===== src/design/watchdog_config_pkg.sv =====
// Constants shared by the watchdog configuration and protection logic.
package watchdog_config_pkg;

  // Register indices; the byte address of each register is four times its index.
  localparam logic [1:0] CTRL_IDX   = 2'h0;
  localparam logic [1:0] STATUS_IDX = 2'h1;

  // Control register fields.
  localparam int WINDOW_MSB = 7;
  localparam int WINDOW_LSB = 4;
  localparam int PERIOD_MSB = 3;
  localparam int PERIOD_LSB = 0;

  // Status register fields.
  localparam int LOCK_BIT = 7;
  localparam int BUSY_BIT = 0;
  localparam logic [7:0] STATUS_RESET = 8'h00;

  // Field codes.
  localparam logic [3:0] CODE_OFF = 4'h0;
  localparam logic [3:0] CODE_MAX = 4'hb;

  // The shortest timeout is 8 slow-clock cycles; each code step doubles it.
  localparam int          CNT_W      = 14;
  localparam logic [CNT_W-1:0] BASE_TICKS = 14'h0008;

  // Processor cycles for which a stored unlock key stays valid.
  localparam int UNLOCK_CYCLES = 4;

  // Slow-clock edges needed to carry a new control value across.
  localparam int SYNC_TICKS = 2;

  // Bus data width.
  localparam int DATA_W = 32;

  // Watchdog phases.
  typedef enum logic [1:0] {
    PH_OFF,
    PH_RUN,
    PH_CLOSED
  } phase_t;

endpackage


===== src/design/watchdog_config_protect_regs.sv =====
// Watchdog control and status registers with key unlock, lock and slow-clock timeout logic.
//
// Functional notes
// - Protected writes are always accepted but change nothing without a prior unlock.
// - Window, period and lock are key protected; the busy flag is not.
// - Control at index 0: window in bits 7:4, period 3:0; status at index 1.
// - A non-zero window field selects window mode and its closed duration.
// - Window codes 1 to 11 give 8 to 8K slow cycles, doubling; others reserved.
// - A non-zero period enables the watchdog; it is timeout or open window length.
// - Period codes 1 to 11 give 8 to 8K slow cycles; 0 disables it.
// - While lock is one, control writes are ignored.
// - Software may set lock; only a debug-mode write clears it.
// - Lock sets itself when the period is non-zero once boot completes.
// - Busy rises on each accepted control write and falls once the value has crossed.
// - Busy is read-only and needs no unlock.
// - Status resets to zero unless the automatic lock applies after boot.
// - No restart before the timeout issues a system reset; restart begins anew.
// - A restart during the closed window issues a system reset.
// - Timeouts count edges of the slow watchdog clock, asynchronous to clk_i.
// - The control register resets to the boot configuration word.
`timescale 1ns/1ps

module watchdog_config_protect_regs
  import watchdog_config_pkg::*;
#(
  parameter int UNLOCK_LEN = UNLOCK_CYCLES,
  parameter int SYNC_LEN   = SYNC_TICKS
)
(
  // Clock and reset
  input  wire logic              clk_i,
  input  wire logic              sys_rst_i,
  // Avalon-MM slave, word addressed
  input  wire logic [1:0]        address_i,
  input  wire logic              read_i,
  input  wire logic              write_i,
  input  wire logic [DATA_W-1:0] writedata_i,
  input  wire logic [3:0]        byteenable_i,
  output logic [DATA_W-1:0]      readdata_o,
  output logic                   waitrequest_o,
  // System side
  input  wire logic              io_register_unlock_key_i,
  input  wire logic              watchdog_restart_instruction_i,
  input  wire logic              debug_mode_i,
  input  wire logic              boot_done_i,
  input  wire logic [7:0]        boot_config_word_i,
  input  wire logic              slow_watchdog_clock_i,
  // Watchdog result
  output logic                   system_reset_o
);

  // Timeout length of a code; reserved codes take the longest timeout.
  function automatic logic [CNT_W-1:0] code_ticks(input logic [3:0] code);
    logic [3:0] c;
    c = (code > CODE_MAX) ? CODE_MAX : code;
    code_ticks = BASE_TICKS << (c - 4'h1);
  endfunction

  logic [7:0]            ctrl_reg;
  logic [7:0]            active_ctrl_reg;
  logic                  lock_reg;
  logic                  busy_reg;
  logic [3:0]            unlock_cnt_reg;
  logic [3:0]            sync_cnt_reg;
  logic                  boot_seen_reg;
  logic                  waitreq_reg;
  logic [DATA_W-1:0]     rdata_reg;
  logic [2:0]            slow_sync_reg;
  logic                  slow_level_reg;
  logic                  slow_tick;
  logic [CNT_W-1:0]      cnt_reg;
  phase_t                phase_reg;
  logic                  rst_pulse_reg;
  logic                  wr_ok;
  logic                  unlocked;
  logic                  ctrl_wr;
  logic                  lock_set;
  logic                  lock_clr;
  logic                  window_on;
  logic                  enabled;

  assign wr_ok     = write_i & ~waitreq_reg & byteenable_i[0];
  assign unlocked  = (unlock_cnt_reg != 4'h0);
  assign window_on = (active_ctrl_reg[WINDOW_MSB:WINDOW_LSB] != CODE_OFF);
  assign enabled   = (active_ctrl_reg[PERIOD_MSB:PERIOD_LSB] != CODE_OFF);

  // Control takes a write only when unlocked, not locked and not still crossing.
  assign ctrl_wr  = wr_ok & (address_i == CTRL_IDX) & unlocked & ~lock_reg & ~busy_reg;
  assign lock_set = wr_ok & (address_i == STATUS_IDX) & unlocked & writedata_i[LOCK_BIT];
  assign lock_clr = wr_ok & (address_i == STATUS_IDX) & unlocked & ~writedata_i[LOCK_BIT]
                    & debug_mode_i;

  // One wait state: the slave answers on the second edge of every request.
  always_ff @(posedge clk_i)
  begin
    if (sys_rst_i)
    begin
      waitreq_reg <= 1'b1;
    end
    else
    begin
      waitreq_reg <= ~((read_i | write_i) & waitreq_reg);
    end
  end

  // Read data stand in the cycle in which waitrequest is low; unmapped reads give zero.
  always_ff @(posedge clk_i)
  begin
    if (sys_rst_i)
    begin
      rdata_reg <= '0;
    end
    else if (read_i & waitreq_reg)
    begin
      rdata_reg <= '0;
      unique case (address_i)
        CTRL_IDX:
        begin
          rdata_reg[7:0] <= ctrl_reg;
        end
        STATUS_IDX:
        begin
          rdata_reg[LOCK_BIT] <= lock_reg;
          rdata_reg[BUSY_BIT] <= busy_reg;
        end
        default:
        begin
          rdata_reg <= '0;
        end
      endcase
    end
  end

  // Unlock window opened by the key; any protected access spends it.
  always_ff @(posedge clk_i)
  begin
    if (sys_rst_i)
    begin
      unlock_cnt_reg <= 4'h0;
    end
    else if (io_register_unlock_key_i)
    begin
      unlock_cnt_reg <= 4'(UNLOCK_LEN);
    end
    else if (wr_ok & unlocked)
    begin
      unlock_cnt_reg <= 4'h0;
    end
    else if (unlocked)
    begin
      unlock_cnt_reg <= unlock_cnt_reg - 4'h1;
    end
  end

  // Control register is loaded from the boot word by a synchronous reset.
  always_ff @(posedge clk_i)
  begin
    if (sys_rst_i)
    begin
      ctrl_reg <= boot_config_word_i;
    end
    else if (ctrl_wr)
    begin
      ctrl_reg <= writedata_i[7:0];
    end
  end

  // Lock: software and the boot check may set it, a debug write clears it; setting wins.
  always_ff @(posedge clk_i)
  begin
    if (sys_rst_i)
    begin
      lock_reg      <= STATUS_RESET[LOCK_BIT];
      boot_seen_reg <= 1'b0;
    end
    else
    begin
      boot_seen_reg <= boot_seen_reg | boot_done_i;
      if (lock_set | (boot_done_i & ~boot_seen_reg & (ctrl_reg[PERIOD_MSB:PERIOD_LSB] != CODE_OFF)))
      begin
        lock_reg <= 1'b1;
      end
      else if (lock_clr)
      begin
        lock_reg <= 1'b0;
      end
    end
  end

  // Slow clock passes three flops; a rising edge counts once the last two agree on a new high level.
  always_ff @(posedge clk_i)
  begin
    if (sys_rst_i)
    begin
      slow_sync_reg  <= 3'h0;
      slow_level_reg <= 1'b0;
    end
    else
    begin
      slow_sync_reg <= {slow_sync_reg[1:0], slow_watchdog_clock_i};
      if (slow_sync_reg[2] == slow_sync_reg[1])
      begin
        slow_level_reg <= slow_sync_reg[2];
      end
    end
  end

  assign slow_tick = (slow_sync_reg[2] == slow_sync_reg[1]) & slow_sync_reg[2] & ~slow_level_reg;

  // Busy covers the crossing; the counting side takes the value after SYNC_LEN slow edges.
  always_ff @(posedge clk_i)
  begin
    if (sys_rst_i)
    begin
      busy_reg        <= STATUS_RESET[BUSY_BIT];
      sync_cnt_reg    <= 4'h0;
      active_ctrl_reg <= boot_config_word_i;
    end
    else if (ctrl_wr)
    begin
      busy_reg     <= 1'b1;
      sync_cnt_reg <= 4'(SYNC_LEN);
    end
    else if (busy_reg & slow_tick)
    begin
      if (sync_cnt_reg == 4'h1)
      begin
        busy_reg        <= 1'b0;
        active_ctrl_reg <= ctrl_reg;
      end
      sync_cnt_reg <= sync_cnt_reg - 4'h1;
    end
  end

  // Debug halt clears the counter; after it, or after enabling, the open phase counts toward the period timeout.
  always_ff @(posedge clk_i)
  begin
    if (sys_rst_i)
    begin
      phase_reg     <= PH_OFF;
      cnt_reg       <= '0;
      rst_pulse_reg <= 1'b0;
    end
    else
    begin
      rst_pulse_reg <= 1'b0;
      if (~enabled)
      begin
        phase_reg <= PH_OFF;
        cnt_reg   <= '0;
      end
      else if (debug_mode_i)
      begin
        phase_reg <= PH_RUN;
        cnt_reg   <= '0;
      end
      else if (phase_reg == PH_OFF)
      begin
        phase_reg <= PH_RUN;
        cnt_reg   <= '0;
      end
      else if (watchdog_restart_instruction_i)
      begin
        if (phase_reg == PH_CLOSED)
        begin
          rst_pulse_reg <= 1'b1;
          phase_reg     <= PH_RUN;
        end
        else
        begin
          phase_reg <= window_on ? PH_CLOSED : PH_RUN;
        end
        cnt_reg <= '0;
      end
      else if (slow_tick)
      begin
        if (phase_reg == PH_CLOSED)
        begin
          if (cnt_reg + 1'b1 >= code_ticks(active_ctrl_reg[WINDOW_MSB:WINDOW_LSB]))
          begin
            phase_reg <= PH_RUN;
            cnt_reg   <= '0;
          end
          else
          begin
            cnt_reg <= cnt_reg + 1'b1;
          end
        end
        else if (cnt_reg + 1'b1 >= code_ticks(active_ctrl_reg[PERIOD_MSB:PERIOD_LSB]))
        begin
          rst_pulse_reg <= 1'b1;
          cnt_reg       <= '0;
          phase_reg     <= PH_RUN;
        end
        else
        begin
          cnt_reg <= cnt_reg + 1'b1;
        end
      end
    end
  end

  assign readdata_o     = rdata_reg;
  assign waitrequest_o  = waitreq_reg;
  assign system_reset_o = rst_pulse_reg;

endmodule


===== config.mk =====
export PLATFORM = sky130hd
export DESIGN_NAME = watchdog_config_protect_regs
export DESIGN_NICKNAME = d
export VERILOG_FILES = /design/src/design/watchdog_config_pkg.sv /design/src/design/watchdog_config_protect_regs.sv
export SDC_FILE = /design/constraint.sdc
export NUM_CORES = 1
export LEC_CHECK = 0
export ABC_AREA = 1
export BUFFER_PORTS_ARGS = -buffer_cell sky130_fd_sc_hd__buf_2
export CORE_AREA = 2 2 91 93
export DETAILED_ROUTE_END_ITERATION = 16
export DIE_AREA = 0 0 93 95
export PLACE_DENSITY = 0.78
export SLEW_MARGIN = 5
export SYNTH_ARGS = -nofsm -noshare
export SYNTH_HDL_FRONTEND = slang
export SYNTH_SLANG_ARGS = --single-unit

===== constraint.sdc =====
create_clock -name clk_i -period 2.2 [get_ports clk_i]
set_input_delay 0.22 -clock clk_i [delete_from_list [all_inputs] [get_ports clk_i]]
set_output_delay 0.22 -clock clk_i [all_outputs]
set_load 0.01 [all_outputs]

# [After elaboration in Yosys (flattened, before gate mapping)]
# Index checks and enable logic that the tools add are counted.
[word_totals] reg_bits=57 latchBits=0 mem_bits_rw=0 mem_bits_ro=0 input_bits=55 output_inout_bits=34 word_cells=129 n_memories=0
[classes] add_sub_neg=5 n_mul=0 n_div=0 order_cmp=4 n_eq_ne=7 shifts=2 mux=38 n_bitwise=30 n_reduce_logical=26
[op_table] cell="two-way mux 8 bit" count=6
[op_table] cell="two-way mux 14 bit" count=3
[op_table] cell=">= comparator 14 bit" count=2
[op_table] cell="<< shifter 4 x 4 -> 14 bit (first input constant)" count=2
[op_table] cell="nonzero test 4 bit" count=5
[op_table] cell="AND 1 bit" count=19
[op_table] cell="two-way mux 2 bit" count=9
[op_table] cell="subtractor 4 x 1 -> 4 bit (second input constant)" count=4
[op_table] cell="adder 14 x 1 -> 14 bit (second input constant)" count=1
[op_table] cell="nonzero test 2 bit" count=7
[op_table] cell="two-way mux 1 bit" count=12
[op_table] cell="two-way mux 3 bit" count=3
[op_table] cell="AND reduction 3 bit" count=3
[op_table] cell="greater-than comparator 4 bit (second input constant)" count=2
[op_table] cell="two-way mux 4 bit" count=2
[op_table] cell="NOT 1 bit" count=8
[op_table] cell="two-way mux 6 bit" count=1
[op_table] cell="nonzero test 3 bit" count=2
[op_table] cell="!= test 5 x 4 -> 1 bit (second input constant)" count=1
[op_table] cell="nonzero test 5 bit" count=1
[op_table] cell="OR reduction 5 bit" count=1
[op_table] cell="== test 4 x 1 -> 1 bit (second input constant)" count=1
[op_table] cell="logical NOT 2 bit" count=2
[op_table] cell="case mux 1 bit (2 select lines)" count=2
[op_table] cell="other kinds (10)" count=13

# [Logic depth before layout (Yosys ltp)]
[depth] ltp_word=11 depth_mapped=17 ltp_nobuf=17

# [Worst setup path before layout]
# Ideal clock, no wire load.
[synth_path] path_kind="register to register" startpoint="reg cnt_reg[0]" endpoint="reg cnt_reg[5]" setup_ns=0.066 arrival_ns=2.262 t_required_ns=2.134 slack_ns=-0.128 path_stages_with_launch=18 n_path_buf=1 period_less_slack_ns=2.328 cell_sequence="dfxtp_1 > ha_1 > nand2_1 > nor2_1 > nand3_1 > xor2_1 > inv_1 > ha_1 > nand2_1 > nor2_1 > nand2_1 > nor2_1 > nor2_2 > nand3_1 > nand2_2 > buf_6 > nand3_2 > a21oi_2"
[synth_via] elab_chain_len=4 word_cells_on_any_way=6 classes_between="add/sub (1); order compare (2); mux (3)"
[synth_lines] item="from (decl)" line="watchdog_config_protect_regs.sv:71" text="logic [CNT_W-1:0] cnt_reg;"
[synth_lines] item="from (signal assigned)" line="watchdog_config_protect_regs.sv:286" text="cnt_reg <= cnt_reg + 1'b1;"
[synth_lines] item="from (signal assigned)" line="watchdog_config_protect_regs.sv:297" text="cnt_reg <= cnt_reg + 1'b1;"
[synth_lines] item="adder 14 x 1 -> 14 bit *"
[synth_lines] item=">= comparator 14 bit (on tied branches)" line="watchdog_config_protect_regs.sv:289, watchdog_config_protect_regs.sv:279"
[synth_lines] item="two-way mux 14 bit (on tied branches)" line="watchdog_config_protect_regs.sv:289, watchdog_config_protect_regs.sv:279"
[synth_lines] item="two-way mux 14 bit *" line="watchdog_config_protect_regs.sv:277" text="if (phase_reg == PH_CLOSED)"
# Mark *: on every way between the ends. The rest lies on a longest branch, timed or not.
# A chain may end at the register's enable or synchronous reset.

# [Worst setup path in the final report]
[layout_path] startpoint="reg cnt_reg[0]" endpoint="reg cnt_reg[6]"
# The elaborated chain is that of the path after synthesis.

==> impl_metrics.tcl <==
set metrics [dict create \
    power.density_cell_area_mw_per_mm2 536 \
    cts-root-buf "clkbuf_8" \
    synth.yosys.warnings 0 \
    synth_area_mm2 0.00372 \
    wire_per_inst_um 13.1 \
    timing.hold.worst.start "slow_watchdog_clock_i" \
    number_of_global_route_vias_before_repair 3200 \
    critPathTopFamily "simple AND/OR/NAND/NOR gates" \
    peakVddDrop_mv 0.457 \
    setup_repair_after_global_routing_missed_its_margin "yes" \
    start_util 0.469 \
    timing.hold.worst.class "in -> reg" \
    multiInputGateArea_mm2 0.00236 \
    flow.area_growth_from_synthesis_pct 29.6 \
    max-slew-margin-rel 0.634 \
    critical_path.cell_chain "ha_4, nand2_4, nor3_4, nand2_1, xor2_1, inv_2, ha_4, nand2_4, nor2_4, nand2_2, nor2_2, nand2_2, nand3_4, nand2_4, clkbuf_16, nand3_2, a21oi_2" \
    grt_antenna_before_repair 0 \
    layout.nets 666 \
    flip_flop_and_latch_area_mm2 0.00133 \
    worstMarginPinSlew_ps 543 \
    seq_area_frac_synth 0.350 \
    cap_viol_max_count 0 \
    worstSetupStartpointType "register" \
    io_buffers 37 \
    coreArea_mm2 0.00793 \
    cp.arrival_ps 2760 \
    floorplan.io_pins 89 \
    period_needed_ps 2520 \
    reg2reg_from "cnt_reg[0]$_SDFFE_PP0P_" \
    post-route-drc-count 0 \
    synth-seq-cells 57 \
    clk_transition_reported_paths_ps 80 \
    numCtsBuffers 9 \
    drt_wl_total_mm 9.06 \
    grt_max_degree 26 \
    fp.dieW_um 93 \
    dr_total_vias 3398 \
    timing.critical_path.to_type "register" \
    die_area_mm2 0.00884 \
    post_synth.cell_area_avg_um2 7.42 \
    drt_iter0_drc 141 \
    grt_pass1_wl_mm 14.1 \
    mostFrequentLayoutCells "nand2_1, inv_1, buf_4" \
    first_pass_iteration_count_of_the_detailed_router 4 \
    n_fill_cell 668 \
    worst_ep_required_time_ps 2440 \
    post-route-util 0.608 \
    path_max_fanout 6 \
    max_clock_freq_mhz 396 \
    gr-total-overflow 0 \
    drtAntennaViolNets 0 \
    clk_path_buf_depth 2 \
    report.final.slew_viol_count 0 \
    place_ws_ps -315 \
    count_of_endpoints_failing_setup_in_the_final_report 17 \
    floorplan.rows 33 \
    worst_hold_slack_ps 71.5 \
    gpl.final_weighted_congestion 0.836 \
    p_leak_uw 0.00224 \
    worstSetupStartpoint "cnt_reg[0]$_SDFFE_PP0P_" \
    cp_common_cell "nand2_4" \
    finalClockSkew_ps 7.70 \
    htree_num_levels 3 \
    cts_hold_buf 0 \
    setup_slack_ps -323 \
    antenna_cells 0 \
    status "finished, violations left" \
    detail_route.vias_per_cell 4.91 \
    clkLatencyLatePin_ps 350 \
    critical_path_buf_inv_count 2 \
    final_hold_violation_count 0 \
    post_route_cells_drive_above_1_share 0.334 \
    netlist-cell-type-count 37 \
    syn-instance-count 501 \
    critPathSlowestCell "dfxtp_4" \
    die_height_um 95 \
    grt_usage 0.205 \
    clkSinkCount 57 \
    worst_path_largest_cell_delay_ps 380 \
    dp_hpwl_mm 6.22 \
    crit_type "reg -> reg" \
    tritoncts_clock_tree "yes" \
    post-route-period-util 1.15 \
    largest_register_ffs 14 \
    final_common_cell "nand2_1" \
    violations "negative setup slack" \
]
## Yosys cell counts
library cell,instances,area share
a21boi_0,1,0.0020
a21oi_1,14,0.019
a21oi_2,10,0.024
a31oi_1,2,0.0034
and3_1,1,0.0017
buf_1,1,0.0010
buf_2,3,0.0040
buf_4,25,0.051
buf_6,1,0.0030
clkbuf_1,3,0.0030
conb_1,1,0.0010
dfxtp_1,41,0.22
edfxtp_1,16,0.13
ha_1,29,0.098
inv_1,61,0.062
inv_2,6,0.0061
inv_4,1,0.0017
nand2_1,139,0.14
nand2_2,2,0.0034
nand3_1,36,0.048
nand3_2,10,0.027
nand4_1,5,0.0084
nor2_1,44,0.044
nor2_2,2,0.0034
nor2_4,1,0.0030
nor2_8,1,0.0054
nor3_1,7,0.0094
nor3_2,2,0.0054
nor3_4,1,0.0044
nor3b_1,1,0.0020
nor4_1,1,0.0017
o211ai_1,2,0.0040
o21ai_0,12,0.016
o31ai_1,1,0.0020
or2_2,1,0.0017
xnor2_1,3,0.0071
xor2_1,14,0.033
## through the flow
step | cells | setup TNS (ps) | power [uW] | area (um2)
6_report | 692 | -4990 | 2580 | 4820
5_1_grt | 692 | -7710 | 2690 | 4820
4_1_cts | 686 | -3760 | 2510 | 4470
3_5_place_dp | 670 | -4690 | 1540 | 4210
3_3_place_gp | 670 | -3490 | 1520 | 4210
2_1_floorplan | 524 | -261 | 1440 | 3830
## routing by layer
metal / wire (um) / vias up / global-route usage
met5: 0 / - / 0
met3: 402 / 22 / 0.0551
li1: - / 1718 / -
met4: 252 / 0 / 0.0723
met2: 4670 / 74 / 0.375
met1: 3730 / 1584 / 0.230
## worst register-to-register path, stage by stage (launching register included)
cell and delay [ps]:
dfxtp_4 380, ha_4 150, nand2_4 70, nor3_4 230
nand2_1 110, xor2_1 190, inv_2 110, ha_4 290
nand2_4 50, nor2_4 90, nand2_2 80, nor2_2 110
nand2_2 100, nand3_4 100, nand2_4 80, clkbuf_16 170
nand3_2 70, a21oi_2 50
## kinds of logic (layout without fill, tap and decap cells)
| family | after synthesis | after routing | share of synthesized area |
|---|---|---|---|
| flip-flops | 57 | 57 | 0.350 |
| other | 1 | 24 | 0.00101 |
| AO/OA/AOI/OAI | 42 | 42 | 0.0700 |
| AND/OR/NAND/NOR | 254 | 254 | 0.310 |
| buffers and inverters | 101 | 164 | 0.131 |
| XOR/XNOR | 17 | 17 | 0.0401 |
| adder cells (fa/ha/maj) | 29 | 29 | 0.0976 |
## final cells by class
type | count | share of cell area
flip-flops and latches | 57 | 0.275
clock buffers | 10 | 0.0309
well taps | 105 | 0.0273
multi-input cells | 366 | 0.491
clock inverters | 6 | 0.00987
inverters | 68 | 0.0535
repair buffers | 80 | 0.112
## power breakdown
part | switching, uW | leakage [uW] | internal, uW
sequential | 30.3 | 0.000498 | 1120
combinational | 262 | 0.00164 | 180
clock | 501 | 0.0000984 | 486
## timing repair
item,CTS,global route
setup buffers,0,5
pin swaps,8,23
gates resized for setup,19,60
setup endpoints to repair,17,17
gates cloned,0,1
## final timing paths
kind | end | slack, ps | cells after the start
max reg2reg | cnt_reg[6]$_SDFFE_PP0P_ | -320 | 17
min | slow_sync_reg[0]$_SDFF_PP0_ | 70 | 3
min reg2reg | slow_sync_reg[1]$_SDFF_PP0_ | 410 | 2
max | cnt_reg[6]$_SDFFE_PP0P_ | -320 | 17
Note: power is estimated with default switching activity, not from simulation.
